### src/hw/clock_power_pkg.sv
package clock_power_pkg;

    // ---------------------------------------------------------------
    // Register map and bus
    // ---------------------------------------------------------------
    localparam int ADDR_W = 18;
    localparam logic [15:0] CPU_POWER_MODE_IDX = 16'h0087;
    localparam logic [15:0] MASTER_CLOCK_GATING_IDX = 16'h008F;
    localparam logic [15:0] POWER_OPTIONS_FIRST_IDX = 16'hFFF1;
    localparam logic [15:0] POWER_OPTIONS_SECOND_IDX = 16'hFFF2;
    localparam logic [7:0] CPU_POWER_MODE_RST = 8'h00;
    localparam logic [7:0] MASTER_CLOCK_GATING_RST = 8'h0A;
    localparam logic [7:0] POWER_OPTIONS_FIRST_RST = 8'h00;
    localparam logic [7:0] POWER_OPTIONS_SECOND_RST = 8'h10;
    localparam logic [7:0] CPU_POWER_MODE_MASK = 8'h8F;
    localparam logic [7:0] POWER_OPTIONS_FIRST_MASK = 8'h80;
    localparam logic [7:0] POWER_OPTIONS_SECOND_MASK = 8'h37;
    localparam logic [1:0] RESP_OKAY = 2'h0;
    localparam logic [1:0] RESP_SLVERR = 2'h2;

    // ---------------------------------------------------------------
    // Field positions
    // ---------------------------------------------------------------
    localparam int BAUD_DOUBLER_BIT = 7;
    localparam int CPU_STOP_BIT = 1;
    localparam int CPU_IDLE_BIT = 0;
    localparam int FAST_OSC_OFF_BIT = 7;
    localparam int KEYPAD_CLOCK_OFF_BIT = 6;
    localparam int CARD_CLOCK_OFF_BIT = 5;
    localparam int USB_CLOCK_OFF_BIT = 4;
    localparam int SLOW_OSC_OFF_BIT = 3;
    localparam int PLL_MULTIPLIER_LSB = 0;
    localparam int POWER_DOWN_REQUEST_BIT = 7;
    localparam int FLASH_PULSE_BYPASS_BIT = 5;
    localparam int LONG_READ_PULSE_SELECT_BIT = 4;
    localparam int ANALOG_POWER_OFF_BIT = 2;
    localparam int USB_TRANSCEIVER_OFF_BIT = 1;
    localparam int USB_PULLUP_CONNECT_BIT = 0;

    // ---------------------------------------------------------------
    // Timing
    // ---------------------------------------------------------------
    localparam int CLK_PERIOD_NS = 20;
    localparam int FLASH_SHORT_NS = 40;
    localparam int FLASH_LONG_NS = 66;
    localparam int FLASH_SHORT_CYC = (FLASH_SHORT_NS / CLK_PERIOD_NS < 1) ? 1 :
        FLASH_SHORT_NS / CLK_PERIOD_NS;
    localparam int FLASH_LONG_CYC = (FLASH_LONG_NS / CLK_PERIOD_NS < 1) ? 1 :
        FLASH_LONG_NS / CLK_PERIOD_NS;
    localparam logic [5:0] PD_DELAY_CYC = 6'd32;
    localparam logic [4:0] PLL_FACTOR_BASE = 5'd4;

    // ---------------------------------------------------------------
    // Types
    // ---------------------------------------------------------------
    typedef enum logic [2:0] {
        FR_IDLE = 3'b001,
        FR_PULSE = 3'b010,
        FR_HOLD = 3'b100
    } flash_state_t;

    typedef struct packed {
        logic [7:0] cpu_power_mode;
        logic [7:0] master_clock_gating;
        logic [7:0] power_options_first;
        logic [7:0] power_options_second;
    } regs_t;

    typedef struct packed {
        regs_t regs;
        logic [5:0] pd_cnt;
        logic pd_active;
        flash_state_t fst;
        logic [2:0] fcnt;
        logic frd_in_d;
        logic flash_rd;
        logic aw_got;
        logic w_got;
        logic [ADDR_W-1:0] waddr;
        logic [7:0] wdata;
        logic wstb;
        logic aw_rdy;
        logic w_rdy;
        logic bvalid;
        logic [1:0] bresp;
        logic ar_rdy;
        logic rvalid;
        logic [7:0] rdata;
        logic [1:0] rresp;
        logic fast_osc_en;
        logic pll_en;
        logic slow_osc_en;
        logic analog_en;
        logic regulator_en;
        logic xcvr_en;
        logic pullup_en;
        logic baud_dbl;
        logic cpu_stop;
        logic cpu_idle;
        logic [4:0] pll_factor;
        logic kp_run;
        logic card_run;
        logic usb_run;
    } state_t;

endpackage

### src/hw/clock_power_control.sv
`timescale 1ns/1ns
module clock_power_control
    import clock_power_pkg::*;
(
    input wire logic SYS_CLK,
    input wire logic RESET_N,
    input wire logic [ADDR_W-1:0] AWADDR,
    input wire logic AWVALID,
    output logic AWREADY,
    input wire logic [31:0] WDATA,
    input wire logic [3:0] WSTRB,
    input wire logic WVALID,
    output logic WREADY,
    output logic [1:0] BRESP,
    output logic BVALID,
    input wire logic BREADY,
    input wire logic [ADDR_W-1:0] ARADDR,
    input wire logic ARVALID,
    output logic ARREADY,
    output logic [31:0] RDATA,
    output logic [1:0] RRESP,
    output logic RVALID,
    input wire logic RREADY,
    input wire logic WAKE_EVENT,
    input wire logic FLASH_RD_IN,
    output logic FLASH_RD_OUT,
    output logic FAST_OSC_EN,
    output logic PLL_EN,
    output logic SLOW_OSC_EN,
    output logic ANALOG_REF_EN,
    output logic REGULATOR_EN,
    output logic USB_XCVR_EN,
    output logic USB_PULLUP_EN,
    output logic [4:0] PLL_FACTOR,
    output logic BAUD_DOUBLE,
    output logic CPU_STOP,
    output logic CPU_IDLE,
    output logic KEYPAD_CLK,
    output logic CARD_CLK,
    output logic USB_CLK
);
    state_t r;
    state_t s;
    logic [15:0] widx;
    logic [15:0] ridx;
    logic [2:0] fwidth;

    // ---------------------------------------------------------------
    // Next state
    // ---------------------------------------------------------------
    always_comb begin
        s = r;
        widx = r.waddr[ADDR_W-1:2];
        ridx = ARADDR[ADDR_W-1:2];
        fwidth = r.regs.power_options_second[LONG_READ_PULSE_SELECT_BIT] ?
            3'(FLASH_LONG_CYC) : 3'(FLASH_SHORT_CYC);

        // A wake event leaves stop, idle and power-down; a write in the same
        // cycle comes after it and therefore wins.
        if (WAKE_EVENT) begin
            s.regs.cpu_power_mode[CPU_STOP_BIT] = 1'b0;
            s.regs.cpu_power_mode[CPU_IDLE_BIT] = 1'b0;
            s.regs.power_options_first[POWER_DOWN_REQUEST_BIT] = 1'b0;
        end

        if (BREADY && r.bvalid) begin
            s.bvalid = 1'b0;
        end
        if (AWVALID && r.aw_rdy) begin
            s.aw_got = 1'b1;
            s.waddr = AWADDR;
        end
        if (WVALID && r.w_rdy) begin
            s.w_got = 1'b1;
            s.wdata = WDATA[7:0];
            s.wstb = WSTRB[0];
        end
        if (s.aw_got && s.w_got && !r.bvalid) begin
            widx = s.waddr[ADDR_W-1:2];
            s.aw_got = 1'b0;
            s.w_got = 1'b0;
            s.bvalid = 1'b1;
            s.bresp = RESP_OKAY;
            if (widx == CPU_POWER_MODE_IDX) begin
                if (s.wstb) begin
                    s.regs.cpu_power_mode = s.wdata & CPU_POWER_MODE_MASK;
                end
            end else if (widx == MASTER_CLOCK_GATING_IDX) begin
                if (s.wstb) begin
                    s.regs.master_clock_gating = s.wdata;
                end
            end else if (widx == POWER_OPTIONS_FIRST_IDX) begin
                if (s.wstb) begin
                    s.regs.power_options_first = s.wdata & POWER_OPTIONS_FIRST_MASK;
                end
            end else if (widx == POWER_OPTIONS_SECOND_IDX) begin
                if (s.wstb) begin
                    s.regs.power_options_second = s.wdata & POWER_OPTIONS_SECOND_MASK;
                end
            end else begin
                s.bresp = RESP_SLVERR;
            end
        end

        if (RREADY && r.rvalid) begin
            s.rvalid = 1'b0;
        end
        if (ARVALID && r.ar_rdy) begin
            s.rvalid = 1'b1;
            s.rresp = RESP_OKAY;
            if (ridx == CPU_POWER_MODE_IDX) begin
                s.rdata = r.regs.cpu_power_mode;
            end else if (ridx == MASTER_CLOCK_GATING_IDX) begin
                s.rdata = r.regs.master_clock_gating;
            end else if (ridx == POWER_OPTIONS_FIRST_IDX) begin
                s.rdata = r.regs.power_options_first;
            end else if (ridx == POWER_OPTIONS_SECOND_IDX) begin
                s.rdata = r.regs.power_options_second;
            end else begin
                s.rdata = 8'h00;
                s.rresp = RESP_SLVERR;
            end
        end
        s.aw_rdy = !s.aw_got && !s.bvalid;
        s.w_rdy = !s.w_got && !s.bvalid;
        s.ar_rdy = !s.rvalid;

        // -----------------------------------------------------------
        // Power-down delay
        // -----------------------------------------------------------
        // The delay gives the next instruction time to stop the processor
        // before its clock source disappears.
        if (!s.regs.power_options_first[POWER_DOWN_REQUEST_BIT]) begin
            s.pd_cnt = 6'h00;
            s.pd_active = 1'b0;
        end else if (r.regs.power_options_first[POWER_DOWN_REQUEST_BIT] && !r.pd_active) begin
            if (r.pd_cnt == PD_DELAY_CYC - 6'd1) begin
                s.pd_active = 1'b1;
            end else begin
                s.pd_cnt = r.pd_cnt + 6'd1;
            end
        end

        // -----------------------------------------------------------
        // Flash read strobe
        // -----------------------------------------------------------
        s.frd_in_d = FLASH_RD_IN;
        if (r.regs.power_options_second[FLASH_PULSE_BYPASS_BIT]) begin
            s.flash_rd = FLASH_RD_IN;
            s.fst = FLASH_RD_IN ? FR_HOLD : FR_IDLE;
        end else begin
            case (r.fst)
                FR_IDLE: begin
                    if (FLASH_RD_IN && !r.frd_in_d) begin
                        s.flash_rd = 1'b1;
                        s.fcnt = fwidth - 3'd1;
                        s.fst = FR_PULSE;
                    end else begin
                        s.flash_rd = 1'b0;
                    end
                end
                FR_PULSE: begin
                    if (!FLASH_RD_IN) begin
                        s.flash_rd = 1'b0;
                        s.fst = FR_IDLE;
                    end else if (r.fcnt == 3'd0) begin
                        s.flash_rd = 1'b0;
                        s.fst = FR_HOLD;
                    end else begin
                        s.fcnt = r.fcnt - 3'd1;
                    end
                end
                FR_HOLD: begin
                    s.flash_rd = 1'b0;
                    if (!FLASH_RD_IN) begin
                        s.fst = FR_IDLE;
                    end
                end
                default: begin
                    s.flash_rd = 1'b0;
                    s.fst = FR_IDLE;
                end
            endcase
        end

        // -----------------------------------------------------------
        // Output controls
        // -----------------------------------------------------------
        // Power-down overrides the fast oscillator, PLL and unit clock enables without touching the stored bits.
        s.fast_osc_en = !s.regs.master_clock_gating[FAST_OSC_OFF_BIT] && !s.pd_active;
        s.pll_en = s.fast_osc_en && !s.regs.power_options_second[ANALOG_POWER_OFF_BIT];
        s.slow_osc_en = !s.regs.master_clock_gating[SLOW_OSC_OFF_BIT];
        s.analog_en = !s.regs.power_options_second[ANALOG_POWER_OFF_BIT];
        s.regulator_en = !s.regs.power_options_second[ANALOG_POWER_OFF_BIT];
        s.xcvr_en = !s.regs.power_options_second[USB_TRANSCEIVER_OFF_BIT];
        s.pullup_en = s.regs.power_options_second[USB_PULLUP_CONNECT_BIT];
        s.baud_dbl = s.regs.cpu_power_mode[BAUD_DOUBLER_BIT];
        s.cpu_stop = s.regs.cpu_power_mode[CPU_STOP_BIT];
        s.cpu_idle = s.regs.cpu_power_mode[CPU_IDLE_BIT];
        s.pll_factor = {1'b0, s.regs.master_clock_gating[PLL_MULTIPLIER_LSB+:3], 1'b0}
            + PLL_FACTOR_BASE;
        s.kp_run = !s.regs.master_clock_gating[KEYPAD_CLOCK_OFF_BIT] && !s.pd_active;
        s.card_run = !s.regs.master_clock_gating[CARD_CLOCK_OFF_BIT] && !s.pd_active;
        s.usb_run = !s.regs.master_clock_gating[USB_CLOCK_OFF_BIT] && !s.pd_active;
    end

    // ---------------------------------------------------------------
    // State register
    // ---------------------------------------------------------------
    always_ff @(posedge SYS_CLK) begin
        if (!RESET_N) begin
            r <= '0;
            r.regs.cpu_power_mode <= CPU_POWER_MODE_RST;
            r.regs.master_clock_gating <= MASTER_CLOCK_GATING_RST;
            r.regs.power_options_first <= POWER_OPTIONS_FIRST_RST;
            r.regs.power_options_second <= POWER_OPTIONS_SECOND_RST;
            r.fst <= FR_IDLE;
            r.aw_rdy <= 1'b1;
            r.w_rdy <= 1'b1;
            r.ar_rdy <= 1'b1;
            r.fast_osc_en <= 1'b1;
            r.pll_en <= 1'b1;
            r.analog_en <= 1'b1;
            r.regulator_en <= 1'b1;
            r.xcvr_en <= 1'b1;
            r.pll_factor <= 5'd8;
            r.kp_run <= 1'b1;
            r.card_run <= 1'b1;
            r.usb_run <= 1'b1;
        end else begin
            r <= s;
        end
    end

    // ---------------------------------------------------------------
    // Unit clocks
    // ---------------------------------------------------------------
    // The keypad, card and USB clocks are all gated copies of SYS_CLK;
    // each stops when its off bit is set or power-down is active.
    unit_clock_gate keypad_gate (.clk(SYS_CLK), .rst_n(RESET_N), .run(r.kp_run),
        .gclk(KEYPAD_CLK));
    unit_clock_gate card_gate (.clk(SYS_CLK), .rst_n(RESET_N), .run(r.card_run),
        .gclk(CARD_CLK));
    unit_clock_gate usb_gate (.clk(SYS_CLK), .rst_n(RESET_N), .run(r.usb_run),
        .gclk(USB_CLK));

    assign AWREADY = r.aw_rdy;
    assign WREADY = r.w_rdy;
    assign BVALID = r.bvalid;
    assign BRESP = r.bresp;
    assign ARREADY = r.ar_rdy;
    assign RVALID = r.rvalid;
    assign RDATA = {24'h000000, r.rdata};
    assign RRESP = r.rresp;
    assign FLASH_RD_OUT = r.flash_rd;
    assign FAST_OSC_EN = r.fast_osc_en;
    assign PLL_EN = r.pll_en;
    assign SLOW_OSC_EN = r.slow_osc_en;
    assign ANALOG_REF_EN = r.analog_en;
    assign REGULATOR_EN = r.regulator_en;
    assign USB_XCVR_EN = r.xcvr_en;
    assign USB_PULLUP_EN = r.pullup_en;
    assign PLL_FACTOR = r.pll_factor;
    assign BAUD_DOUBLE = r.baud_dbl;
    assign CPU_STOP = r.cpu_stop;
    assign CPU_IDLE = r.cpu_idle;

    // ---------------------------------------------------------------
    // Assertions
    // ---------------------------------------------------------------
    logic [5:0] pd_age_r;
    always_ff @(posedge SYS_CLK) begin
        if (!RESET_N || !r.regs.power_options_first[POWER_DOWN_REQUEST_BIT]) begin
            pd_age_r <= 6'h00;
        end else if (pd_age_r != 6'h3F) begin
            pd_age_r <= pd_age_r + 6'd1;
        end
    end
endmodule

### src/hw/unit_clock_gate.sv
`timescale 1ns/1ns
module unit_clock_gate (
    input wire logic clk,
    input wire logic rst_n,
    input wire logic run,
    output logic gclk
);
    logic run_low_r;

    // The enable is retimed on the falling edge, while the clock is low,
    // so the AND below can never clip a high phase into a runt pulse.
    always_ff @(negedge clk) begin
        if (!rst_n) begin
            run_low_r <= 1'b0;
        end else begin
            run_low_r <= run;
        end
    end

    assign gclk = clk & run_low_r;
endmodule

### config.mk
export PLATFORM = sky130hd
export DESIGN_NAME = clock_power_control
export DESIGN_NICKNAME = d
export VERILOG_FILES = /design/src/hw/clock_power_pkg.sv /design/src/hw/clock_power_control.sv /design/src/hw/unit_clock_gate.sv
export SDC_FILE = /design/constraint.sdc
export NUM_CORES = 1
export LEC_CHECK = 0
export BUFFER_PORTS_ARGS = -buffer_cell sky130_fd_sc_hd__buf_2
export CORE_MARGIN = 2
export CORE_UTILIZATION = 45
export DETAILED_ROUTE_END_ITERATION = 6
export PLACE_DENSITY = 0.87
export SLEW_MARGIN = 15
export SYNTH_ARGS = -nofsm -noshare
export SYNTH_HDL_FRONTEND = slang
export SYNTH_SLANG_ARGS = --single-unit
### constraint.sdc
create_clock -name SYS_CLK -period 2.6 [get_ports SYS_CLK]
set_input_delay 0.52 -clock SYS_CLK [delete_from_list [all_inputs] [get_ports SYS_CLK]]
set_output_delay 0.52 -clock SYS_CLK [all_outputs]
set_load 0.01 [all_outputs]
# Word-level counts from Yosys, hierarchy flattened
# Index checks and enable logic that the tools add are counted.
# totals
out_inout_bits	60
ff_bits	100
word_cells	165
# classes
mux	54
eq_ne	18
add_sub_neg	4
bitwise	8
reduce_logical	39
# ops
cell	count
8-bit 2-to-1 mux	9
16-bit == test (second input constant)	4
16-bit by 8-bit == test with 1-bit output (second input constant)	4
32-bit 2-to-1 mux	1
6-bit 2-to-1 mux	5
24-bit 2-to-1 mux	1
3-bit 2-to-1 mux	8
2-bit 2-to-1 mux	10
18-bit 2-to-1 mux	1
1-bit logical AND	16
16-bit 2-to-1 mux	1
1-bit logical NOT	15
1-bit 2-to-1 mux	13
11-bit 2-to-1 mux	1
9-bit 2-to-1 mux	1
3-bit one-hot mux with 3 select lines	1
6-bit by 1-bit adder with 6-bit output (second input constant)	1
6-bit by 5-bit == test with 1-bit output (second input constant)	1
2-bit inequality test (second input constant)	3
3-bit inequality test (second input constant)	2
3-bit one-hot mux with 2 select lines	1
3-bit AND reduction	2
6-bit AND reduction	1
4-bit by 3-bit adder with 5-bit output (second input constant)	1
other kinds (13)	20

# Depth between registers and ports, before layout
# Gate-level depths: netlist of the first run.
# depth
word_depth	12
mapped_depth	10
mapped_depth_nobuf	8

# By module
# Synthesis of the first run repeated with hierarchy kept, for this count alone.
# unflattened
cells_unflattened	468
area_unflattened_um2	4129.0
# modules_own_cells
module	cells_each	n_inst	area_per_inst_um2	seq_area_each_um2
clock_power_control	456	1	4020.1	1741.7
unit_clock_gate	4	3	36.3	20.0

==> results of run 1 <==
[layout make-up]
type                    count  share of cell area, %
diodes                      1                0.05199
clock buffers              21                  5.407
clock inverters             6                 0.6759
inverters                  13                  1.014
multi-input cells         330                  40.97
flip-flops and latches     90                  37.43
well taps                 108                  2.807
repair buffers            101                  11.65
[per-layer routing]
metal	wire length (um)	vias up	global-route usage, %
met3	625	30	7.027
met2	4875	121	33.89
li1	-	1712	-
met1	3739	1644	21.03
met4	260	0	10.54
met5	0	-	0
[tightest hold or removal path, cell delays in order]
cell	delay (ns)
buf_2	0.11
nand2_1	0.05
a21oi_1	0.05
[cells by family after synthesis]
kind of cell / Yosys count
buffers and inverters: 71
AOI/OAI and AO/OA: 66
DFF: 90
and+or+nand+nor: 199
adders and majority gates: 4
xor gates and xnor gates: 5
other: 1
muxes: 29
[worst max-delay path by stage]
stage | startpoint | to | cells past startpoint
after floorplan | AWADDR[15] | PLL_FACTOR[3]$_SDFF_PN1_ | 8
after global placement | AWADDR[15] | PLL_FACTOR[3]$_SDFF_PN1_ | 8
after detailed placement | AWADDR[15] | PLL_FACTOR[3]$_SDFF_PN1_ | 8
after CTS | card_gate.run_low_r$_SDFF_NN0_ | CARD_CLK | 2
after global routing | keypad_gate.run_low_r$_SDFF_NN0_ | KEYPAD_CLK | 2
final | card_gate.run_low_r$_SDFF_NN0_ | CARD_CLK | 2
[power groups by stage]
stage	Combinational, W	Sequential (W)	Clock (W)
final	0.000470	0.00151	0.00121
after global placement	0.000448	0.00154	0.0000619
after CTS	0.000471	0.00151	0.00122
after detailed placement	0.000469	0.00154	0.0000619
after global routing	0.000525	0.00152	0.00131
after floorplan	0.000341	0.00154	0.0000420
[placed cells by master (no fill, tap or decap), types with 3 or more instances in the layout]
master / n
nor4_2: 3
dfxtp_1: 90
o211ai_1: 3
o21ba_2: 3
nor4_1: 5
nand3_1: 10
clkbuf_8: 15
or3_1: 3
nand4_1: 6
nor2_1: 40
a221oi_1: 3
conb_1: 27
nand2_1: 56
ha_1: 4
mux2i_1: 16
inv_1: 16
xor2_1: 3
buf_2: 81
a22o_1: 3
nor3_1: 14
nand3b_1: 4
nand2b_1: 11
mux2_2: 12
nand4b_1: 5
or4_1: 6
and2_1: 21
nor2b_1: 6
buf_4: 22
a21oi_1: 34
o21ai_0: 4
[through the flow]
stage	worst slack (ns)	hold WS, ns	util, %
after global placement	-0.1647	0.4411	51.74
after CTS	-0.2971	0.2973	54.80
final	-0.2788	0.3051	54.93
after detailed placement	-0.2330	0.4456	51.74
after floorplan	0.003135	0.4319	-
after global routing	-0.3240	0.3142	54.90
[Yosys cell counts (all sizes together) (8+ instances only)]
| cell | instances |
|---|---|
| mux2 | 13 |
| a21oi | 34 |
| nor2 | 40 |
| nor3 | 15 |
| nand2b | 11 |
| inv | 14 |
| buf | 45 |
| and2 | 22 |
| nand3 | 10 |
| mux2i | 16 |
| nor4 | 8 |
| clkbuf | 12 |
| dfxtp | 90 |
| nand2 | 56 |
[what timing repair did]
item                       4_1_cts  5_1_grt
cloned                           0        0
buffers inserted                 0        0
setup endpoints to repair        6        6
hold endpoints to repair         0        0
pin swaps                        2        0
gates resized for setup          0        2
==> metrics.txt, run 1 <==
total power=between 0.003 and 0.004 W; Fill cells=795; maximum vdd drop=~0.00026 V; Routed wire per std cell=14.18 um; XOR/XNOR Fraction of Synth Area=1.068%; top cell type by total area after synthesis=dfxtp_1; Vias=3,507; IO Pins=141; non-filler cells in the finished layout=670; status=finished with violations; count of cell types in the netlist=50; Hold Crit Depth=3; LEAKAGE=~2.1 nW; synth-to-layout area growth=17.43%; layout cells sized above 1=25.85%; Die W=99.44 um; CP top delay family=flip-flops; P_int=0.002308 W; Final Cell Area=4813 um2; WL final=9501 um; chip height=99.44 um; register area=roughly 1800 um2; latest clock arrival within the worst-skew pair=around 0.52 ns; TritonCTS clock tree=done; Die ar.=9888 um2; vias in the first global route=~3,400; largest net degree at the start of global routing=35; critical path arrival=2.36 ns; Global Route Usage Sum=19.66%; simple-gate share of the synthesized area=25.12%; Syn Std Cell Area=4099 um2; DRC errors left=0; clock share of power=38.0%; post-detailed-route via-to-cell ratio=about 5.2; GP Congestion=0.8122; relative slew slack=approximately three fifths; failing checks=negative setup slack; Final setup viols=6; Slowest-stage cell, CP=dfxtp_1; hpwl dp=7287 um; Worst Reg-to-Reg Cells=7; drt first-iter violations=175; switching power total=0.0008843 W; worst hold path type=input port to flop; max reg flops=63; PwrDens=663.2 nW/um2; post-detailed-route count of antenna-violating nets=0; Seq pwr share=47.3%; worst-margin pin slew=0.5706 ns; Synth async-reset ratio=0%; Setup WS post-layout=-0.2788 ns; Switching Share=around 28%; FF-to-FF setup slack=0.15 ns; sequential area share after synthesis=43.96%; Post-DP Area=4534 um2; Worst EP required=2.08 ns; Final #Nets=640; Worst R2R Start=r[59]$_SDFF_PN0_; post-synthesis compound-gate area fraction=10.44%; Crit Path Max Fanout=1; initial antenna violation count=1; Crit path buffers/inverters=1; crit end category=output pin; Worst Hold Path EP=r[50]$_SDFF_PN0_; grt total ovfl=0; Initial Util=around 47%; synthesized-area fraction occupied by adder cells=under 10%; IO buf count=82; Seq cells post-synth=90; worst r2r dst=PLL_FACTOR[3]$_SDFF_PN1_; setup TNS=-0.8127 ns; Placed Cells=roughly 650; RSZ-0062 raised after global routing=true; crit path cell chain=and2_1, buf_2; Gate power share=14.7%; Most flops, register=r; worst clock skew=0.04835 ns; post-synthesis area per instance=8.815 um2; largest family of logic cells by synthesized area=simple AND/OR/NAND/NOR gates; Yosys top cell area share=43.96%; Max Cap Violations=0; type of origin of the critical path=flop; router iterations before antenna repair=4; first-pass GRT wire length=around 15,000 um; row count=34; Clock transition at path regs=0.08 ns; ranking of synthesized cells by area=dfxtp_1 (44%), buf_4 (7.7%), nand2_1 (5.1%); min-delay src=AWADDR[6]; mux contribution to synthesized area=7.570%; crit path kind=flop to output pin; yosys warns=0; area of the multi-input gates=1972 um2; Synth Instances=465; hold violation count in the final report=0; Core Region=8763 um2; top_reg_cell synth=dfxtp_1; CP peak stage delay=~0.28 ns; hold buffers post-CTS=0; Post-synth EDFFs=0; max-slew violation count=0
Power figures use the tool's default switching activity.
==> inputs of run 2 (changes only) <==
Settings changed: CORE_UTILIZATION 45 to 50, PLACE_DENSITY 0.87 to 0.91.
Clock period 2.6 ns to 3 ns, I/O delays scaled along.
==> metrics.txt, run 2 (same netlist as run 1, synthesis figures left out) <==
status=finished with violations; failing checks=negative setup slack; row count=33; diode count=0; RSZ-0062 raised after global routing=true; worst-margin pin slew=0.6246 ns; Die W=roughly 95 um; CP endpoint=CARD_CLK; Worst EP required=approximately 2.4 ns; relative slew slack=58.27%; crit path cell chain=and2_4, buf_6; latest clock arrival within the worst-skew pair=0.51 ns; crit path kind=flop to output pin; Util after Layout=just under 60%; # Post-CTS Setup Buffers=0; non-filler cells in the finished layout=654; synth-to-layout area growth=14.90%; post-detailed-route count of antenna-violating nets=0; chip height=approximately 95 um; TritonCTS clock tree=done; first-pass GRT wire length=14,430 um; Setup WS post-layout=-0.1610 ns; hpwl dp=6657 um; Clock transition at path regs=0.09 ns; Worst R2R Start=r[59]$_SDFF_PN0_; PwrDens=588.5 nW/um2; setup TNS=-0.4611 ns; DRC errors left=0; crit end category=output pin; Die ar.=8938 um2; Slowest-stage cell, CP=dfxtp_2; hold buffers post-CTS=0; largest net degree at the start of global routing=50; router iterations before antenna repair=5; Worst Reg-to-Reg Cells=8; most common cell after layout, fill and taps aside=dfxtp_1; critical path arrival=2.56 ns; Placed Cells=631; worst r2r dst=PLL_FACTOR[3]$_SDFF_PN1_; Max Cap Violations=0; Routed wire per std cell=13.81 um; layout cells sized above 1=24.41%; vias in the first global route=about 3,300; most frequent cells in the layout=dfxtp_1 (89), buf_2 (81), nand2_1 (56); Most flops, register=r; GP Congestion=0.8825; initial antenna violation count=0; drt first-iter violations=around 160; worst setup path startpoint=card_gate.run_low_r$_SDFF_NN0_; max-slew violation count=0; maximum vdd drop=0.0002693 V; Final #Nets=628; IO Pins=between 100 and 150; hold violation count in the final report=0; max reg flops=63; Global Route Usage Sum=a little over a fifth; grt total ovfl=0; worst hold path type=input port to flop; Final setup viols=6; Crit Path Max Fanout=1; CP peak stage delay=0.30 ns; Vias=3,410; WL final=9033 um; worst clock skew=about 0.046 ns; FF-to-FF setup slack=about 0.46 ns; LEAKAGE=just over 2 nW; Core Region=8093 um2; type of origin of the critical path=flop; post-detailed-route via-to-cell ratio=5.214; Initial Util=50.65%; IO buf count=82
run 2: cell type report:
class                      instances  area [um2]
clock buffer                      20       229.0
inverter                          13       48.80
clock inverter                     7       61.31
multi-input combinational        330        1966
tap                              105       131.4
sequential                        90        1803
fill                             697        3383
timing repair buffer              89       470.5
run 2: report_power, final:
group,internal [W],total (W),switching [W]
logic,0.000162,0.000394,0.000232
registers,0.00127,0.00131,0.0000469
clock network,0.000579,0.00107,0.000486
total,0.00201,0.00277,0.000765
run 2: worst min-delay path by stage:
stage / from / to / depth (start not counted)
finish: RESET_N / r[98]$_SDFF_PN1_ / 2
global route: RESET_N / r[98]$_SDFF_PN1_ / 2
CTS: RESET_N / r[98]$_SDFF_PN1_ / 2
detailed placement: r[67]$_SDFFE_PN0P_ / r[67]$_SDFFE_PN0P_ / 2
global placement: RDATA[3]$_SDFFE_PN0P_ / RDATA[3]$_SDFFE_PN0P_ / 2
floorplan: r[67]$_SDFFE_PN0P_ / r[67]$_SDFFE_PN0P_ / 2
run 2: worst max-delay path, delay by kind of cell (launching register included):
family	cells	cell delay [ns]
buf+inv	1	0.11
flops	1	0.30
simple gates	1	0.14
run 2: what timing repair did:
item,in CTS,in global routing
setup endpoints to repair,6,6
pin swaps,2,1
gates resized for setup,0,3
run 2: layer usage:
layer,global-route usage (%),vias to the layer above,wire length (um),share of wire [%]
met5,0,-,0,0
li1,-,1685,-,-
met1,23.10,1574,3763,42
met2,35.89,127,4404,49
met3,6.943,24,612,6.8
met4,12.68,0,253,2.8
run 2: through the flow:
step	setup WS (ns)	cell area (um2)	hold slack, ns	total power (W)
2_1_floorplan	0.2172	4197	0.4319	0.001664
3_3_place_gp	0.02366	4434	0.4373	0.001761
3_5_place_dp	0.01129	4434	0.4462	0.001781
4_1_cts	-0.1667	4700	0.3386	0.002778
5_1_grt	-0.2138	4710	0.3461	0.002907
6_report	-0.1610	4710	0.3544	0.002772
==> inputs of run 3 (changes only) <==
Settings changed: CELL_PAD_IN_SITES_DETAIL_PLACEMENT set to 0, CELL_PAD_IN_SITES_GLOBAL_PLACEMENT set to 1, CORE_UTILIZATION 50 to 39, PLACE_DENSITY 0.91 to 0.95.
Clock period 3 ns to 4 ns, I/O delays scaled along.
==> metrics.txt, run 3 (same netlist as run 1, synthesis figures left out) <==
# Post-CTS Setup Buffers=0; top sig layer=met4; FF-to-FF setup slack=between 1 and 1.5 ns; Place WS=0.6037 ns; Final setup viols=0; worst clock skew=0.06574 ns; grt total ovfl=0; Gate power share=around 14%; metal2 WL=4329 um; vias in the first global route=roughly 3,200; total power=0.002058 W; status=completed; Slowest-stage cell, CP=dfxtp_1; hold buffers post-CTS=0; GP Congestion=0.8354; clock share of power=38.1%; initial antenna violation count=0; P_int=0.001431 W; worst r2r dst=PLL_FACTOR[3]$_SDFF_PN1_; Worst Reg-to-Reg Cells=8; Worst Hold Path EP=RDATA[2]$_SDFFE_PN0P_; Initial Util=39.88%; LEAKAGE=2.039 nW; router iterations before antenna repair=4; min-delay src=RDATA[2]$_SDFFE_PN0P_; PwrDens=436.6 nW/um2; synth-to-layout area growth=15.02%; crit path kind=flop to output pin; most common cell after layout, fill and taps aside=dfxtp_1; relative slew slack=between 50% and 60%; max-slew violation count=0; post-detailed-route count of antenna-violating nets=0; critical path arrival=3.09 ns; type of origin of the critical path=flop; RSZ-0062 raised after global routing=false; post-detailed-route via-to-cell ratio=4.907; IO buf count=82; CP peak stage delay=0.29 ns; TritonCTS clock tree=done; hpwl dp=6612 um; Most flops, register=r; crit path cell chain=and2_1, buf_2; chip height=106.5 um; hold violation count in the final report=0; Setup WS post-layout=0.1102 ns; post_cts resized=0; Max Cap Violations=0; worst-margin pin slew=0.6897 ns; largest net degree at the start of global routing=34; Clock transition at path regs=~0.10 ns; IO Pins=141; Hold Crit Depth=2; switching power total=0.0006279 W; drt first-iter violations=141; max reg flops=63; row count=37; most frequent cells in the layout=dfxtp_1 (90), buf_2 (82), nand2_1 (56); DRC errors left=0; Final #Nets=624; WL final=slightly below 9000 um; Worst R2R Start=r[59]$_SDFF_PN0_; Vias=3,342; setup TNS=0 ns; met1 WL=3897 um; first-pass GRT wire length=14,580 um; maximum vdd drop=0.0002222 V; Switching Share=30.50%; Placed Cells=658; Crit Path Max Fanout=1; Die W=106.5 um; Routed wire per std cell=roughly 13 um; DR WL met3=624 um; Util after Layout=45.87%; diode count=0; Seq pwr share=47.7%; Global Route Usage Sum=16.40%; crit end category=output pin; worst hold path type=flop to flop; layout cells sized above 1=around a quarter; latest clock arrival within the worst-skew pair=0.53 ns; non-filler cells in the finished layout=about 680; Die ar.=11,350 um2; Core Region=10,280 um2; Worst EP required=3.20 ns
==> run 3: changes by cell type in the layout (fill, tap and decap cells not counted), moves of 2 or more <==
cell and change:
inv_6 +2, clkinvlp_4 -2, clkinv_8 +2, buf_4 -4
inv_8 +2
==> run 3: layout make-up <==
class,instances,area [um2]
sequential,90,1802
tap,136,170.2
inverter,13,48.80
timing repair buffer,85,440.4
multi-input combinational,330,1963
clock inverter,10,92.59
fill,1015,5563
clock buffer,17,197.7
==> run 3: power by group through the flow <==
stage | registers [W] | clock network [W] | logic [W]
4_1_cts | 0.000982 | 0.000807 | 0.000294
3_5_place_dp | 0.00100 | 0.0000403 | 0.000292
2_1_floorplan | 0.000999 | 0.0000273 | 0.000221
5_1_grt | 0.000990 | 0.000863 | 0.000329
6_report | 0.000982 | 0.000783 | 0.000293
3_3_place_gp | 0.00100 | 0.0000403 | 0.000284
==> run 3: through the flow <==
stage               instance area, um2  hold WS [ns]
finish                            4715        0.4518
floorplan                         4197        0.4319
CTS                               4715        0.4539
global route                      4715        0.4875
global placement                  4443        0.4393
detailed placement                4443        0.4417
==> run 3: worst max-delay path, delay by kind of cell, from the launching register on <==
kind / cells / cell delay (ns)
flops: 1 / 0.29
buf+inv: 1 / 0.13
simple gates: 1 / 0.14
==> run 3: per-layer routing <==
layer  track usage (%)  up-vias
li1                  -     1678
met5            0.4762        -
met2             27.79       98
met3             6.376        6
met4             4.731        0
met1             19.19     1560
==> run 3: how the worst max path moves through the flow <==
stage / startpoint / end / slack, ns / cells after the start
floorplan: RESET_N / card_gate.run_low_r$_SDFF_NN0_ / 0.52 / 3
global placement: RESET_N / keypad_gate.run_low_r$_SDFF_NN0_ / 0.63 / 2
detailed placement: RESET_N / usb_gate.run_low_r$_SDFF_NN0_ / 0.60 / 2
CTS: usb_gate.run_low_r$_SDFF_NN0_ / USB_CLK / 0.09 / 2
global route: usb_gate.run_low_r$_SDFF_NN0_ / USB_CLK / 0.04 / 2
finish: usb_gate.run_low_r$_SDFF_NN0_ / USB_CLK / 0.11 / 2
